**src/hdl/isc_pkg.sv**
```systemverilog
/*
  Constants, register map and state codes of the I2C slave status/control block.
  Assumes a 32-bit APB master and an open-drain I2C bus resolved outside the design.
*/
// Notes on behaviour
// Done flag low while a byte moves, high with interrupt after 8 bits.
// Address-match flag high on own address, low when addresses differ.
// Busy flag set on START, cleared on STOP.
// Software sets direction select 1 to transmit, 0 to receive.
// After eight received bits, tx ack level drives SDA on 9th clock.
// Software clears tx ack level before further bytes are received.
// Eighth bit after START is captured into the master-read flag.
// Software picks transmit when master-read is 1, receive when 0.
// With match wake enable set, an address match wakes the part.
// Software clears match wake enable after waking.
// Transmitter records master ack on 9th clock: 0 ack, 1 no ack.
// Transmitter continues while acked, releases SDA once no ack seen.
// First seven bits after START, MSB first, compared with own address.
// On match the slave pulls SDA low as the 9th address bit.
// START is SDA falling while SCL stays high.
// After match, SCL held until data write (transmit) or dummy read (receive).
// Interrupt causes: match, byte done, time-out; software tells them apart. The core has no time-out cause, only match and byte done.
// Software sets mode 110 and enable, own address, then interrupts.
// The slave never generates a START condition.
// Enable rising in I2C mode resets flags, keeps direction and tx ack.
// Data bytes are eight bits, MSB first, after address acknowledge.
// Writes to read-only status flags are ignored.
// Status/control register resets to 0x81.
package isc_pkg;
  localparam int unsigned ADDR_W        = 8;
  localparam int unsigned REG_IDX_W     = 2;
  localparam logic [1:0]  IDX_MODE_CTRL = 2'h0;
  localparam logic [1:0]  IDX_STATUS    = 2'h1;
  localparam logic [1:0]  IDX_DATA      = 2'h2;
  localparam logic [1:0]  IDX_OWN_ADDR  = 2'h3;
  localparam logic [7:0]  OFF_MODE_CTRL = 8'h00;
  localparam logic [7:0]  OFF_STATUS    = 8'h04;
  localparam logic [7:0]  OFF_DATA      = 8'h08;
  localparam logic [7:0]  OFF_OWN_ADDR  = 8'h0c;

  localparam int unsigned ST_DONE  = 7;
  localparam int unsigned ST_MATCH = 6;
  localparam int unsigned ST_BUSY  = 5;
  localparam int unsigned ST_DIR   = 4;
  localparam int unsigned ST_TXACK = 3;
  localparam int unsigned ST_MREAD = 2;
  localparam int unsigned ST_WAKE  = 1;
  localparam int unsigned ST_NACK  = 0;
  localparam logic [7:0]  STATUS_RESET   = 8'h81;
  localparam logic [7:0]  STATUS_WR_MASK = 8'h1a;

  localparam int unsigned MODE_LSB        = 5;
  localparam int unsigned ENABLE_BIT      = 1;
  localparam logic [2:0]  MODE_I2C_SLAVE  = 3'h6;
  localparam logic [7:0]  MODE_CTRL_RESET = 8'he0;
  localparam logic [7:0]  MODE_CTRL_MASK  = 8'hee;
  localparam logic [7:0]  OWN_ADDR_RESET  = 8'h00;
  localparam logic [7:0]  DATA_RESET      = 8'h00;
  localparam logic [3:0]  BYTE_BITS       = 4'h8;

  typedef enum logic [7:0] {
    ISC_IDLE     = 8'b00000001,
    ISC_ADDR     = 8'b00000010,
    ISC_ADDR_ACK = 8'b00000100,
    ISC_HOLD     = 8'b00001000,
    ISC_RX       = 8'b00010000,
    ISC_RX_ACK   = 8'b00100000,
    ISC_TX       = 8'b01000000,
    ISC_TX_ACK   = 8'b10000000
  } isc_state_e;
endpackage

```
**src/hdl/isc_reg_if.sv**
```systemverilog
/*
  Register access carrier between the APB slave and the core.
  Assumes one strobe per completed APB transfer.
*/
`timescale 1ns/10ps
interface isc_reg_if;
  logic       wrStb;
  logic       rdStb;
  logic [1:0] regIdx;
  logic [7:0] wrData;
  logic [7:0] rdData;

  modport bus (output wrStb, output rdStb, output regIdx, output wrData, input rdData);
  modport core (input wrStb, input rdStb, input regIdx, input wrData, output rdData);
endinterface

```
**src/hdl/isc_pin_sync.sv**
```systemverilog
/*
  Three-stage synchroniser with agreement filter for bus pins.
  Assumes asynchronous inputs; output moves once stages two and three agree.
*/
`timescale 1ns/10ps
module isc_pin_sync #(
  parameter int unsigned WIDTH = 2
) (
  // Clock and reset
  input  wire logic             clk_sys,
  input  wire logic             rst,
  // Pins
  input  wire logic [WIDTH-1:0] pinRaw,
  output logic      [WIDTH-1:0] pinLvl
);
  logic [WIDTH-1:0] stage1_reg;
  logic [WIDTH-1:0] stage2_reg;
  logic [WIDTH-1:0] stage3_reg;

  always_ff @(posedge clk_sys) begin
    if (rst) begin
      stage1_reg <= '1;
      stage2_reg <= '1;
      stage3_reg <= '1;
    end else begin
      stage1_reg <= pinRaw;
      stage2_reg <= stage1_reg;
      stage3_reg <= stage2_reg;
    end
  end

  for (genvar i = 0; i < WIDTH; i++) begin : g_bit
    always_ff @(posedge clk_sys) begin
      if (rst) begin
        pinLvl[i] <= 1'b1;
      end else if (stage2_reg[i] == stage3_reg[i]) begin
        pinLvl[i] <= stage3_reg[i];
      end
    end
  end
endmodule // isc_pin_sync

```
**src/hdl/isc_apb_slave.sv**
```systemverilog
/*
  APB slave front end: one wait state, registered read data, error on unmapped words.
  Assumes a compliant APB master holding the request until pready.
*/
`timescale 1ns/10ps
module isc_apb_slave (
  // Clock and reset
  input  wire logic                      clk_sys,
  input  wire logic                      rst,
  // APB
  input  wire logic                      psel,
  input  wire logic                      penable,
  input  wire logic                      pwrite,
  input  wire logic [isc_pkg::ADDR_W-1:0] paddr,
  input  wire logic [31:0]               pwdata,
  output logic      [31:0]               prdata,
  output logic                           pready,
  output logic                           pslverr,
  // Core side
  isc_reg_if.bus                         regs
);
  logic accessPh;
  logic mapped;
  logic done;

  assign accessPh = psel & penable;
  assign mapped   = (paddr[1:0] == 2'h0) && (paddr[isc_pkg::ADDR_W-1:4] == '0);
  assign done     = accessPh & pready;
  assign pslverr  = done & ~mapped;

  assign regs.regIdx = paddr[3:2];
  assign regs.wrData = pwdata[7:0];
  assign regs.wrStb  = done & pwrite & mapped;
  assign regs.rdStb  = done & ~pwrite & mapped;

  // Wait state and read capture
  always_ff @(posedge clk_sys) begin
    if (rst) begin
      pready <= 1'b0;
      prdata <= 32'h0;
    end else begin
      pready <= accessPh & ~pready;
      if (accessPh && !pready) begin
        prdata <= (mapped && !pwrite) ? {24'h0, regs.rdData} : 32'h0;
      end
    end
  end
endmodule // isc_apb_slave

```
**src/hdl/isc_top.sv**
```systemverilog
/*
  Slave-only I2C engine with status/control, data, own-address and mode registers.
  Assumes an external I2C master driving SCL and open-drain resolution outside.
*/
// Local design decisions: the register offsets and the APB register port.
`timescale 1ns/10ps
module isc_top (
  // Clock and reset
  input  wire logic                       clk_sys,
  input  wire logic                       rst,
  // APB
  input  wire logic                       psel,
  input  wire logic                       penable,
  input  wire logic                       pwrite,
  input  wire logic [isc_pkg::ADDR_W-1:0] paddr,
  input  wire logic [31:0]                pwdata,
  output logic      [31:0]                prdata,
  output logic                            pready,
  output logic                            pslverr,
  // I2C pins
  input  wire logic                       sclIn,
  output logic                            sclOut,
  output logic                            sclOe,
  input  wire logic                       sdaIn,
  output logic                            sdaOut,
  output logic                            sdaOe,
  // Events
  output logic                            serialIrq,
  output logic                            wakeReq
);
  isc_reg_if regs ();

  isc_apb_slave u_apb (
    .clk_sys (clk_sys),
    .rst     (rst),
    .psel    (psel),
    .penable (penable),
    .pwrite  (pwrite),
    .paddr   (paddr),
    .pwdata  (pwdata),
    .prdata  (prdata),
    .pready  (pready),
    .pslverr (pslverr),
    .regs    (regs)
  );

  logic [1:0] pinLvl;
  logic       sclLvl;
  logic       sdaLvl;

  isc_pin_sync #(.WIDTH(2)) u_sync (
    .clk_sys (clk_sys),
    .rst     (rst),
    .pinRaw  ({sclIn, sdaIn}),
    .pinLvl  (pinLvl)
  );
  assign sclLvl = pinLvl[1];
  assign sdaLvl = pinLvl[0];

  isc_pkg::isc_state_e state_reg;
  logic [7:0]          modeCtrl_reg;
  logic [7:0]          status_reg;
  logic [7:0]          data_reg;
  logic [7:0]          ownAddr_reg;
  logic [7:0]          shift_reg;
  logic [3:0]          bitCnt_reg;
  logic                sdaDrive_reg;
  logic                sclPrev_reg;
  logic                sdaPrev_reg;
  logic                enPrev_reg;
  logic                irq_reg;
  logic                wake_reg;

  logic       enabled;
  logic       enRise;
  logic       sclRise;
  logic       sclFall;
  logic       startDet;
  logic       stopDet;
  logic [7:0] shiftNext;
  logic       addrByteEv;
  logic       addrHit;
  logic       rxByteEv;
  logic       txAckEv;
  logic       doneEv;
  logic       dataWr;
  logic       dataRd;
  logic       holdRelease;

  // Bus event decode
  assign enabled    = (modeCtrl_reg[7:isc_pkg::MODE_LSB] == isc_pkg::MODE_I2C_SLAVE)
                      && modeCtrl_reg[isc_pkg::ENABLE_BIT];
  assign enRise     = enabled & ~enPrev_reg;
  assign sclRise    = sclLvl & ~sclPrev_reg;
  assign sclFall    = ~sclLvl & sclPrev_reg;
  assign startDet   = enabled & sclLvl & sclPrev_reg & sdaPrev_reg & ~sdaLvl;
  assign stopDet    = enabled & sclLvl & sclPrev_reg & ~sdaPrev_reg & sdaLvl;
  assign shiftNext  = {shift_reg[6:0], sdaLvl};
  assign addrByteEv = (state_reg == isc_pkg::ISC_ADDR) && sclRise && (bitCnt_reg == 4'h7);
  assign addrHit    = addrByteEv && (shiftNext[7:1] == ownAddr_reg[7:1]);
  assign rxByteEv   = (state_reg == isc_pkg::ISC_RX) && sclRise && (bitCnt_reg == 4'h7);
  assign txAckEv    = (state_reg == isc_pkg::ISC_TX_ACK) && sclRise;
  assign doneEv     = addrHit | rxByteEv | txAckEv;
  assign dataWr     = regs.wrStb && (regs.regIdx == isc_pkg::IDX_DATA);
  assign dataRd     = regs.rdStb && (regs.regIdx == isc_pkg::IDX_DATA);
  assign holdRelease = (state_reg == isc_pkg::ISC_HOLD)
                       && ((dataWr && status_reg[isc_pkg::ST_DIR])
                           || (dataRd && !status_reg[isc_pkg::ST_DIR]));

  // Open-drain drivers only ever pull low
  assign sclOut    = 1'b0;
  assign sdaOut    = 1'b0;
  assign sclOe     = (state_reg == isc_pkg::ISC_HOLD);
  assign sdaOe     = sdaDrive_reg;
  assign serialIrq = irq_reg;
  assign wakeReq   = wake_reg;

  // Read mux
  always_comb begin
    unique case (regs.regIdx)
      isc_pkg::IDX_MODE_CTRL: regs.rdData = modeCtrl_reg;
      isc_pkg::IDX_STATUS:    regs.rdData = status_reg;
      isc_pkg::IDX_DATA:      regs.rdData = data_reg;
      isc_pkg::IDX_OWN_ADDR:  regs.rdData = ownAddr_reg;
    endcase
  end

  // Line history
  always_ff @(posedge clk_sys) begin
    if (rst) begin
      sclPrev_reg <= 1'b1;
      sdaPrev_reg <= 1'b1;
      enPrev_reg  <= 1'b0;
    end else begin
      sclPrev_reg <= sclLvl;
      sdaPrev_reg <= sdaLvl;
      enPrev_reg  <= enabled;
    end
  end

  // Configuration registers
  always_ff @(posedge clk_sys) begin
    if (rst) begin
      modeCtrl_reg <= isc_pkg::MODE_CTRL_RESET;
      ownAddr_reg  <= isc_pkg::OWN_ADDR_RESET;
    end else if (regs.wrStb) begin
      if (regs.regIdx == isc_pkg::IDX_MODE_CTRL) begin
        modeCtrl_reg <= regs.wrData & isc_pkg::MODE_CTRL_MASK;
      end
      if (regs.regIdx == isc_pkg::IDX_OWN_ADDR) begin
        ownAddr_reg <= regs.wrData;
      end
    end
  end

  // Data register
  always_ff @(posedge clk_sys) begin
    if (rst) begin
      data_reg <= isc_pkg::DATA_RESET;
    end else if (rxByteEv) begin
      data_reg <= shiftNext;
    end else if (dataWr) begin
      data_reg <= regs.wrData;
    end
  end

  // Status/control flags
  always_ff @(posedge clk_sys) begin
    if (rst) begin
      status_reg <= isc_pkg::STATUS_RESET;
    end else if (enRise) begin
      status_reg[isc_pkg::ST_DONE]  <= isc_pkg::STATUS_RESET[isc_pkg::ST_DONE];
      status_reg[isc_pkg::ST_MATCH] <= isc_pkg::STATUS_RESET[isc_pkg::ST_MATCH];
      status_reg[isc_pkg::ST_BUSY]  <= isc_pkg::STATUS_RESET[isc_pkg::ST_BUSY];
      status_reg[isc_pkg::ST_MREAD] <= isc_pkg::STATUS_RESET[isc_pkg::ST_MREAD];
      status_reg[isc_pkg::ST_NACK]  <= isc_pkg::STATUS_RESET[isc_pkg::ST_NACK];
    end else begin
      if (regs.wrStb && (regs.regIdx == isc_pkg::IDX_STATUS)) begin
        status_reg[isc_pkg::ST_DIR]   <= regs.wrData[isc_pkg::ST_DIR];
        status_reg[isc_pkg::ST_TXACK] <= regs.wrData[isc_pkg::ST_TXACK];
        status_reg[isc_pkg::ST_WAKE]  <= regs.wrData[isc_pkg::ST_WAKE];
      end
      if (startDet) begin
        status_reg[isc_pkg::ST_BUSY] <= 1'b1;
      end else if (stopDet) begin
        status_reg[isc_pkg::ST_BUSY] <= 1'b0;
      end
      if (doneEv) begin
        status_reg[isc_pkg::ST_DONE] <= 1'b1;
      end else if (startDet || holdRelease) begin
        status_reg[isc_pkg::ST_DONE] <= 1'b0;
      end
      if (addrByteEv) begin
        status_reg[isc_pkg::ST_MATCH] <= addrHit;
        status_reg[isc_pkg::ST_MREAD] <= sdaLvl;
      end else if (startDet || holdRelease) begin
        status_reg[isc_pkg::ST_MATCH] <= 1'b0;
      end
      if (txAckEv) begin
        status_reg[isc_pkg::ST_NACK] <= sdaLvl;
      end
    end
  end

  // Interrupt and wake pulses
  always_ff @(posedge clk_sys) begin
    if (rst) begin
      irq_reg  <= 1'b0;
      wake_reg <= 1'b0;
    end else begin
      irq_reg  <= doneEv & enabled;
      wake_reg <= addrHit & status_reg[isc_pkg::ST_WAKE];
    end
  end

  // Transfer sequencer
  always_ff @(posedge clk_sys) begin
    if (rst || !enabled) begin
      state_reg    <= isc_pkg::ISC_IDLE;
      bitCnt_reg   <= 4'h0;
      shift_reg    <= 8'h0;
      sdaDrive_reg <= 1'b0;
    end else if (startDet) begin
      state_reg    <= isc_pkg::ISC_ADDR;
      bitCnt_reg   <= 4'h0;
      sdaDrive_reg <= 1'b0;
    end else if (stopDet) begin
      state_reg    <= isc_pkg::ISC_IDLE;
      sdaDrive_reg <= 1'b0;
    end else begin
      unique case (state_reg)
        isc_pkg::ISC_IDLE: begin
          sdaDrive_reg <= 1'b0;
        end
        isc_pkg::ISC_ADDR, isc_pkg::ISC_RX: begin
          if (sclRise) begin
            shift_reg  <= shiftNext;
            bitCnt_reg <= bitCnt_reg + 4'h1;
          end else if (sclFall && bitCnt_reg == isc_pkg::BYTE_BITS) begin
            bitCnt_reg <= 4'h0;
            if (state_reg == isc_pkg::ISC_RX) begin
              sdaDrive_reg <= ~status_reg[isc_pkg::ST_TXACK];
              state_reg    <= isc_pkg::ISC_RX_ACK;
            end else if (status_reg[isc_pkg::ST_MATCH]) begin
              sdaDrive_reg <= 1'b1;
              state_reg    <= isc_pkg::ISC_ADDR_ACK;
            end else begin
              state_reg <= isc_pkg::ISC_IDLE;
            end
          end
        end
        isc_pkg::ISC_ADDR_ACK, isc_pkg::ISC_RX_ACK: begin
          if (sclFall) begin
            sdaDrive_reg <= 1'b0;
            state_reg    <= isc_pkg::ISC_HOLD;
          end
        end
        isc_pkg::ISC_HOLD: begin
          if (holdRelease && status_reg[isc_pkg::ST_DIR]) begin
            shift_reg    <= regs.wrData;
            sdaDrive_reg <= ~regs.wrData[7];
            bitCnt_reg   <= 4'h0;
            state_reg    <= isc_pkg::ISC_TX;
          end else if (holdRelease) begin
            bitCnt_reg <= 4'h0;
            state_reg  <= isc_pkg::ISC_RX;
          end
        end
        isc_pkg::ISC_TX: begin
          if (sclRise) begin
            bitCnt_reg <= bitCnt_reg + 4'h1;
          end else if (sclFall && bitCnt_reg == isc_pkg::BYTE_BITS) begin
            sdaDrive_reg <= 1'b0;
            bitCnt_reg   <= 4'h0;
            state_reg    <= isc_pkg::ISC_TX_ACK;
          end else if (sclFall) begin
            sdaDrive_reg <= ~shift_reg[6];
            shift_reg    <= {shift_reg[6:0], 1'b0};
          end
        end
        isc_pkg::ISC_TX_ACK: begin
          if (sclFall) begin
            sdaDrive_reg <= 1'b0;
            state_reg    <= status_reg[isc_pkg::ST_NACK] ? isc_pkg::ISC_IDLE : isc_pkg::ISC_HOLD;
          end
        end
      endcase
    end
  end
endmodule // isc_top

```
**config.mk**
```make
export PLATFORM = sky130hd
export DESIGN_NAME = isc_top
export DESIGN_NICKNAME = d
export VERILOG_FILES = /design/src/hdl/isc_pkg.sv /design/src/hdl/isc_reg_if.sv /design/src/hdl/isc_pin_sync.sv /design/src/hdl/isc_apb_slave.sv /design/src/hdl/isc_top.sv
export SDC_FILE = /design/constraint.sdc
export NUM_CORES = 1
export LEC_CHECK = 0
export BUFFER_PORTS_ARGS = -buffer_cell sky130_fd_sc_hd__buf_2
export CELL_PAD_IN_SITES_DETAIL_PLACEMENT = 0
export CELL_PAD_IN_SITES_GLOBAL_PLACEMENT = 1
export CORE_MARGIN = 1
export CORE_UTILIZATION = 40
export DETAILED_ROUTE_END_ITERATION = 16
export PLACE_DENSITY = 0.77
export SETUP_SLACK_MARGIN = 0.02
export SYNTH_ARGS = -nofsm -noshare
export SYNTH_HDL_FRONTEND = slang
export SYNTH_HIERARCHICAL = 1
export SYNTH_SLANG_ARGS = --single-unit
```
**constraint.sdc**
```tcl
create_clock -name clk_sys -period 4.8 [get_ports clk_sys]
set_input_delay 0.72 -clock clk_sys [delete_from_list [all_inputs] [get_ports clk_sys]]
set_output_delay 0.72 -clock clk_sys [all_outputs]
set_load 0.1 [all_outputs]
```
==> out/metrics.cfg, run 1 <==
[synthesis]
yosys.area_share.adder=0.00630
ys_top_cells_by_count=dfxtp_1, nor2_1, nand2_1
async_flop_share=0
yosysTopAreaCell=dfxtp_1
synth_simple_gate_area_frac=0.214
synth_top_flop_cell=dfxtp_1
syn_inst=433
synth_top_area_frac=0.363
synth_most_common_cell=dfxtp_1
synth_top_family_by_area=simple AND/OR/NAND/NOR gates
yosysWarningCount=6
seq_area_frac_synth=0.363
syn_area_per_cell_um2=9.18
syn_area_mm2=0.00398
synth.ff_latch_count=72
synth_edf_count=0
synth-xor-area-share=0.0242
synth_cell_types=74
synth_area_leaders=dfxtp_1, mux2i_1, buf_4
synthMuxAreaShare=0.115
synth_compound_area_frac=0.167

[place]
portBuffers=36
place_congestion=0.915
dp_hpwl_mm=6.82

[global_routing]
grt_max_degree=40
overflow=0
grt_pass1_vias=2784
grt_use_total=0.190
grt_pass1_wl_mm=14.8
grt_antenna_before_repair=0

[die]
die-width_um=102
die_h_um=102
io_pins=87
start_util=0.410
core_region_area_mm2=0.00968
placement_rows=36
dieArea_mm2=0.0103

[cells_and_area]
drive_gt1_frac=0.192
nNetsFinal=498
antennaDiodeCount=0
area_growth_syn_to_layout_pct=6.61

[pwr]
p_int_uw=859
switchingPower_uw=367
switching_share=0.299
pwr-share-seq=0.489
pwr-share-clk=0.404
p_per_area_mw_per_mm2=289
p_leak_uw=0.00169
combPwrFrac=0.107
ir_worst_vdd_mv=0.142

[clock_tree]
cts.sinks=72
numCtsBuffers=9
cts_max_level=3
cts_setup_buffers=0
cts_tree=built
cts-root-buf=clkbuf_8
cts_resized=0
clkTransAtPathRegs_ns=0.08
clk_latency_ns=0.36
cts_buffer_depth=2
holdBufCountCts=0

[critical_path]
crit_type=reg -> out
crit_path_max_fanout=11
startpoint_type=flip-flop
slowest_stage=nor4_2
slowest_delay_ns=0.63
crit_chain=nor4_2, nand2_2, clkinv_1, buf_2
endpoint_kind=output port
cp.arrival_ns=2.49
required_ns=4.08
cpLargestDelayFamily=simple AND/OR/NAND/NOR gates
crit_buf_inv=2

[sta]
period_share=0.670
setup_tns_ns=0
layout_min_cycle_time_ns=3.21
clock.fmax_ghz=0.311
slew_headroom=0.364
grt_setup_unrepaired=no
hold_viol_final=0
setup_violations=0
slew_violations=0
finalClockSkew_ns=0.0105
tightest_slew_ns=0.945
timing.hold.ws_ns=0.402

[drt]
wl_mm=9.29
detail-route-antenna-nets=0
vias=3137
routed_via_density=5.34
remaining_drc_errors=0
drt-pass1-iter-count=5
drt_iter0_drc=231
wl_per_cell_um=15.8

[outcome]
status=completed

[run]
cap_violations=0

[min_path]
hp-class=reg -> reg

==> cell usage in the layout (no fill, tap or decap), types with 4 or more instances in the layout <==
cell type,instances
a22o_2,8
nor4_1,5
mux2i_1,30
nor2_1,39
or2_1,6
xnor2_1,8
a311oi_1,4
nand3_1,16
mux4_2,6
clkbuf_8,9
o21ai_0,12
a21oi_1,11
inv_1,10
buf_2,36
nand2b_1,4
conb_1,26
nand2_1,38
a21boi_1,4
nor3_1,11
a211oi_1,6
dfxtp_1,72
and3_1,4
a211o_1,6
==> kinds of logic after synthesis <==
family                     count (synthesis)
and+or+nand+nor                          155
AOI/OAI and AO/OA                         85
DFF                                       72
buffers and inverters                     68
muxes                                     38
xor gates and xnor gates                  11
adders and majority gates                  2
other                                      2
==> power by group through the flow <==
stage / Clock, uW / Sequential [uW] / Combinational (uW)
global route: 538 / 601 / 136
CTS: 509 / 600 / 131
detailed placement: 0 / 614 / 131
floorplan: 0 / 617 / 132
global placement: 0 / 614 / 130
finish: 495 / 600 / 131
==> through the flow <==
| step | area [um^2] | worst slack (ns) | utilization | instances | power (uW) |
|---|---|---|---|---|---|
| floorplan | 4070 | 1.37 | - | 457 | 749 |
| detailed placement | 4040 | 1.86 | 0.417 | 571 | 745 |
| CTS | 4240 | 1.58 | 0.438 | 587 | 1240 |
| global placement | 4040 | 1.87 | 0.417 | 571 | 745 |
| finish | 4240 | 1.59 | 0.438 | 587 | 1230 |
| global route | 4240 | 1.40 | 0.438 | 587 | 1280 |
==> layout make-up <==
class,count,area (um^2)
well taps,133,166
flip-flops and latches,72,1440
clock inverters,7,77.6
inverters,11,41.3
multi-input cells,317,2190
repair buffers,38,195
fillers,964,5450
clock buffers,9,124
==> path summary, 6_finish.rpt <==
check | startpoint | end | slack [ns] | cells after the start
setup / recovery | state_reg[4] | sclOe | 1.59 | 4
hold / removal | u_sync/stage1_reg[0] | u_sync/stage2_reg[0] | 0.40 | 1
setup reg to reg | state_reg[4] | shift_reg[2] | 2.36 | 5
hold reg to reg | u_sync/stage1_reg[0] | u_sync/stage2_reg[0] | 0.40 | 1
==> layer usage <==
metal | track usage | wire, um
met5 | 0 | 0
met4 | 0.0680 | 158
met3 | 0.0428 | 572
met2 | 0.283 | 4100
met1 | 0.269 | 4460
No activity file was read; power rests on OpenSTA's default activity.
==> inputs of run 2 (changes only) <==
==> constraint.sdc (replaced) <==
create_clock -name clk_sys -period 3.04 [get_ports clk_sys]
set_input_delay 0.456 -clock clk_sys [delete_from_list [all_inputs] [get_ports clk_sys]]
set_output_delay 0.456 -clock clk_sys [all_outputs]
set_load 0.1 [all_outputs]
==> out/metrics.cfg, run 2 (synthesized netlist as in run 1, its figures left out) <==
[drt]
drt_iter0_drc=124
drt-pass1-iter-count=5
detail-route-antenna-nets=0
routed_via_density=5.27
vias=3118
wl_mm=9.30
wl_per_cell_um=15.7
remaining_drc_errors=0

[pwr]
pwr-share-clk=0.403
switching_share=0.299
combPwrFrac=0.107
pwr-share-seq=0.490
switchingPower_uw=579
p_total_uw=1940
p_leak_uw=0.00171
p_int_uw=1360
p_per_area_mw_per_mm2=452
ir_worst_vdd_mv=0.190

[run]
cap_violations=0

[die]
die-width_um=102
io_pins=87
die_h_um=102
placement_rows=36
core_region_area_mm2=0.00968
start_util=0.410
dieArea_mm2=0.0103

[critical_path]
slowest_delay_ns=0.62
crit_path_max_fanout=11
crit_type=reg -> out
required_ns=2.58
startpoint_type=flip-flop
slowest_stage=nor4_2
crit_chain=nor4_2, nand2_2, clkinv_1, buf_2
cp.arrival_ns=2.24
endpoint_kind=output port

[cells_and_area]
area_growth_syn_to_layout_pct=7.65
antennaDiodeCount=0
drive_gt1_frac=0.203
layout_commonest_cell=dfxtp_1
layout_common_cells=dfxtp_1, nor2_1, nand2_1
fin_area_mm2=0.00428
nNetsFinal=503

[place]
portBuffers=36
dp_hpwl_mm=6.73
dpl_cell_area_mm2=0.00408
dp_slack_ns=0.354
place_congestion=0.918

[sta]
setup_violations=0
tightest_slew_ns=0.802
finalClockSkew_ns=0.0124
period_share=0.887
layout_min_cycle_time_ns=2.70
hold_viol_final=0
grt_setup_unrepaired=no
slew_violations=0
slew_headroom=0.460
clock.fmax_ghz=0.371
setup_tns_ns=0
setup_ws_ns=0.344

[clock_tree]
cts-root-buf=clkbuf_8
cts_max_level=3
cts_tree=built
holdBufCountCts=0
cts_buffer_depth=2
cts_setup_buffers=0
clkTransAtPathRegs_ns=0.08
numCtsBuffers=9
cts_resized=0
clk_latency_ns=0.36
cts.sinks=72

[global_routing]
grt_pass1_wl_mm=14.8
grt_use_total=0.190
overflow=0
grt_antenna_before_repair=0
grt_max_degree=40
grt_pass1_vias=2813

[outcome]
status=completed

[min_path]
hp-class=in -> reg

-- run 2: cell types whose count changed in the layout (fill, tap and decap cells not counted), sizes merged --
cell    change
buf         +5
clkinv      +1
inv         -1
-- run 2: metal layers --
layer | part of all wire | vias up | wire length (um) | global-route usage
met5 | 0 | - | 0 | 0
met4 | 0.0091 | 0 | 85 | 0.0736
met3 | 0.043 | 7 | 399 | 0.0311
met2 | 0.45 | 95 | 4220 | 0.296
met1 | 0.49 | 1476 | 4600 | 0.262
li1 | - | 1540 | - | -
-- run 2: final timing paths --
check                                     startpoint                   end  slack, ns  depth (start not counted)
worst min register to register  u_sync/stage1_reg[0]  u_sync/stage2_reg[0]       0.41                          1
worst min-delay path                           sclIn  u_sync/stage1_reg[1]       0.28                          2
worst max register to register          state_reg[4]          shift_reg[2]       0.62                          5
worst max-delay path                    state_reg[4]                 sclOe       0.34                          4
-- run 2: power by group through the flow --
stage | clock network, uW | registers, uW | logic (uW)
6_report | 780 | 948 | 208
5_1_grt | 839 | 949 | 217
4_1_cts | 800 | 948 | 207
3_5_place_dp | 0 | 970 | 207
3_3_place_gp | 0 | 970 | 207
2_1_floorplan | 0 | 974 | 209
-- run 2: worst max-delay path, delay by kind of cell (launching register included) --
family,cells,cell delay (ns)
and+or+nand+nor,2,0.91
buffers and inverters,2,0.54
DFF,1,0.44
-- run 2: metrics by stage --
step                       util  hold slack, ns  instances
final                     0.442           0.279        592
after global routing      0.442           0.278        592
after CTS                 0.442           0.264        592
after detailed placement  0.421           0.395        576
after global placement    0.421           0.386        576
after floorplan               -           0.383        457
-- run 2: area by class of cell --
class	instances	area, um^2
inverter	11	41.3
multi-input combinational	317	2200
clock inverter	7	77.6
fill	958	5410
tap	133	166
clock buffer	9	124
sequential	72	1440
timing repair buffer	43	233
==> inputs of run 3 (changes only) <==
--- a/config.mk
+++ b/config.mk
@@ -8,7 +8,7 @@
 export BUFFER_PORTS_ARGS = -buffer_cell sky130_fd_sc_hd__buf_2
 export CELL_PAD_IN_SITES_DETAIL_PLACEMENT = 0
 export CELL_PAD_IN_SITES_GLOBAL_PLACEMENT = 1
-export CORE_MARGIN = 1
+export CORE_MARGIN = 1.5
 export CORE_UTILIZATION = 40
 export DETAILED_ROUTE_END_ITERATION = 16
 export PLACE_DENSITY = 0.77
==> out/metrics.cfg, run 3 (synthesized netlist as in run 1, its figures left out) <==
[outcome]
status=completed

[min_path]
hp-start=sclIn
hp-class=in -> reg
hold_path_depth=2
min_to=u_sync/stage1_reg[1]

[critical_path]
crit_chain=nor4_4, nand2_2, clkinv_1, buf_2
slowest_stage=buf_2
regToRegStartpoint=state_reg[4]
reg2reg_slack_ns=0.77
slowest_delay_ns=0.49
crit_path_max_fanout=10
r2r_end=state_reg[1]
crit_type=reg -> out
required_ns=2.58
ff2ff_path_depth=6
cp.arrival_ns=2.28
startpoint_type=flip-flop
endpoint_kind=output port

[cells_and_area]
nNetsFinal=503
drive_gt1_frac=0.195
instances_no_fill=590
layout_common_cells=dfxtp_1, nor2_1, nand2_1
area_growth_syn_to_layout_pct=7.84
antennaDiodeCount=0
layout_commonest_cell=dfxtp_1

[global_routing]
overflow=0
grt_use_total=0.191
grt_pass1_vias=2870
grt_max_degree=40
grt_antenna_before_repair=0
grt_pass1_wl_mm=15.0

[run]
cap_violations=0

[die]
placement_rows=36
io_pins=87
die_h_um=103
start_util=0.410
die-width_um=103
dieArea_mm2=0.0105
core_region_area_mm2=0.00968

[clock_tree]
cts_tree=built
clk_latency_ns=0.35
clkTransAtPathRegs_ns=0.07
numCtsBuffers=9
cts_max_level=3
cts_buffer_depth=2
cts.sinks=72
cts-root-buf=clkbuf_8

[sta]
tightest_slew_ns=0.777
slew_violations=0
setup_tns_ns=0
setup_violations=0
layout_min_cycle_time_ns=2.74
period_share=0.901
finalClockSkew_ns=0.00814
grt_setup_unrepaired=no
clock.fmax_ghz=0.365
slew_headroom=0.476
hold_viol_final=0

[place]
portBuffers=36
placed_cells=576
dp_hpwl_mm=6.77
place_congestion=0.901

[drt]
routed_via_density=5.30
wl_per_cell_um=15.8
drt-pass1-iter-count=4
drt_iter0_drc=141
vias=3126
detail-route-antenna-nets=0
remaining_drc_errors=0
wl_mm=9.30

[pwr]
p_per_area_mw_per_mm2=456
ir_worst_vdd_mv=0.188
p_leak_uw=0.00172

[run 3: changes by cell type in the layout (fill, tap and decap cells not counted), sizes merged]
cell and delta:
clkbuf +2, clkinv -2, inv -2, bufinv +1, clkinvlp -1
[run 3: power by group]
part | internal [uW] | switching, uW | total, uW
clock | 455 | 342 | 797
combinational | 24.7 | 182 | 207
sequential | 946 | 1.93 | 948
[run 3: worst max path at each step]
| stage | slack (ns) | end | startpoint |
|---|---|---|---|
| floorplan | 0.22 | state_reg[1] | u_apb/pready |
| global placement | 0.37 | shift_reg[0] | paddr[7] |
| detailed placement | 0.34 | shift_reg[0] | paddr[7] |
| CTS | 0.14 | sclOe | state_reg[5] |
| global route | 0.19 | sclOe | state_reg[5] |
| finish | 0.30 | sclOe | state_reg[5] |
[run 3: critical path: cells and delay by family, from the launching register on]
| kind | cells | cell delay [ns] |
|---|---|---|
| AND/OR/NAND/NOR | 2 | 0.70 |
| buffers and inverters | 2 | 0.77 |
| flip-flops | 1 | 0.46 |
[run 3: per-stage QoR]
| stage | cell area (um^2) | hold slack, ns | power, uW | setup WS [ns] | util |
|---|---|---|---|---|---|
| 2_1_floorplan | 4070 | 0.383 | 1180 | 0.224 | - |
| 3_3_place_gp | 4080 | 0.386 | 1180 | 0.366 | 0.421 |
| 3_5_place_dp | 4080 | 0.410 | 1180 | 0.336 | 0.421 |
| 4_1_cts | 4280 | 0.267 | 1980 | 0.138 | 0.442 |
| 5_1_grt | 4290 | 0.273 | 2040 | 0.189 | 0.443 |
| 6_report | 4290 | 0.278 | 1950 | 0.300 | 0.443 |
[run 3: layout make-up]
class / instances / area, um^2
inverters: 11 / 41.3
well taps: 133 / 166
multi-input cells: 317 / 2200
flip-flops and latches: 72 / 1440
fillers: 959 / 5400
repair buffers: 43 / 233
clock buffers: 11 / 131
clock inverters: 3 / 68.8
[run 3: repair_timing]
action                                  4_1_cts  5_1_grt
hold buffers                                  0        0
endpoints found under the setup margin        0        1
setup buffers                                 0        0
gates resized for setup                       0        1
[run 3: layer usage]
| layer | vias up | wire length [um] | track usage |
|---|---|---|---|
| li1 | 1541 | - | - |
| met1 | 1474 | 4460 | 0.260 |
| met2 | 105 | 4140 | 0.289 |
| met3 | 6 | 610 | 0.0529 |
| met4 | 0 | 89 | 0.0695 |
| met5 | - | 0 | 0 |
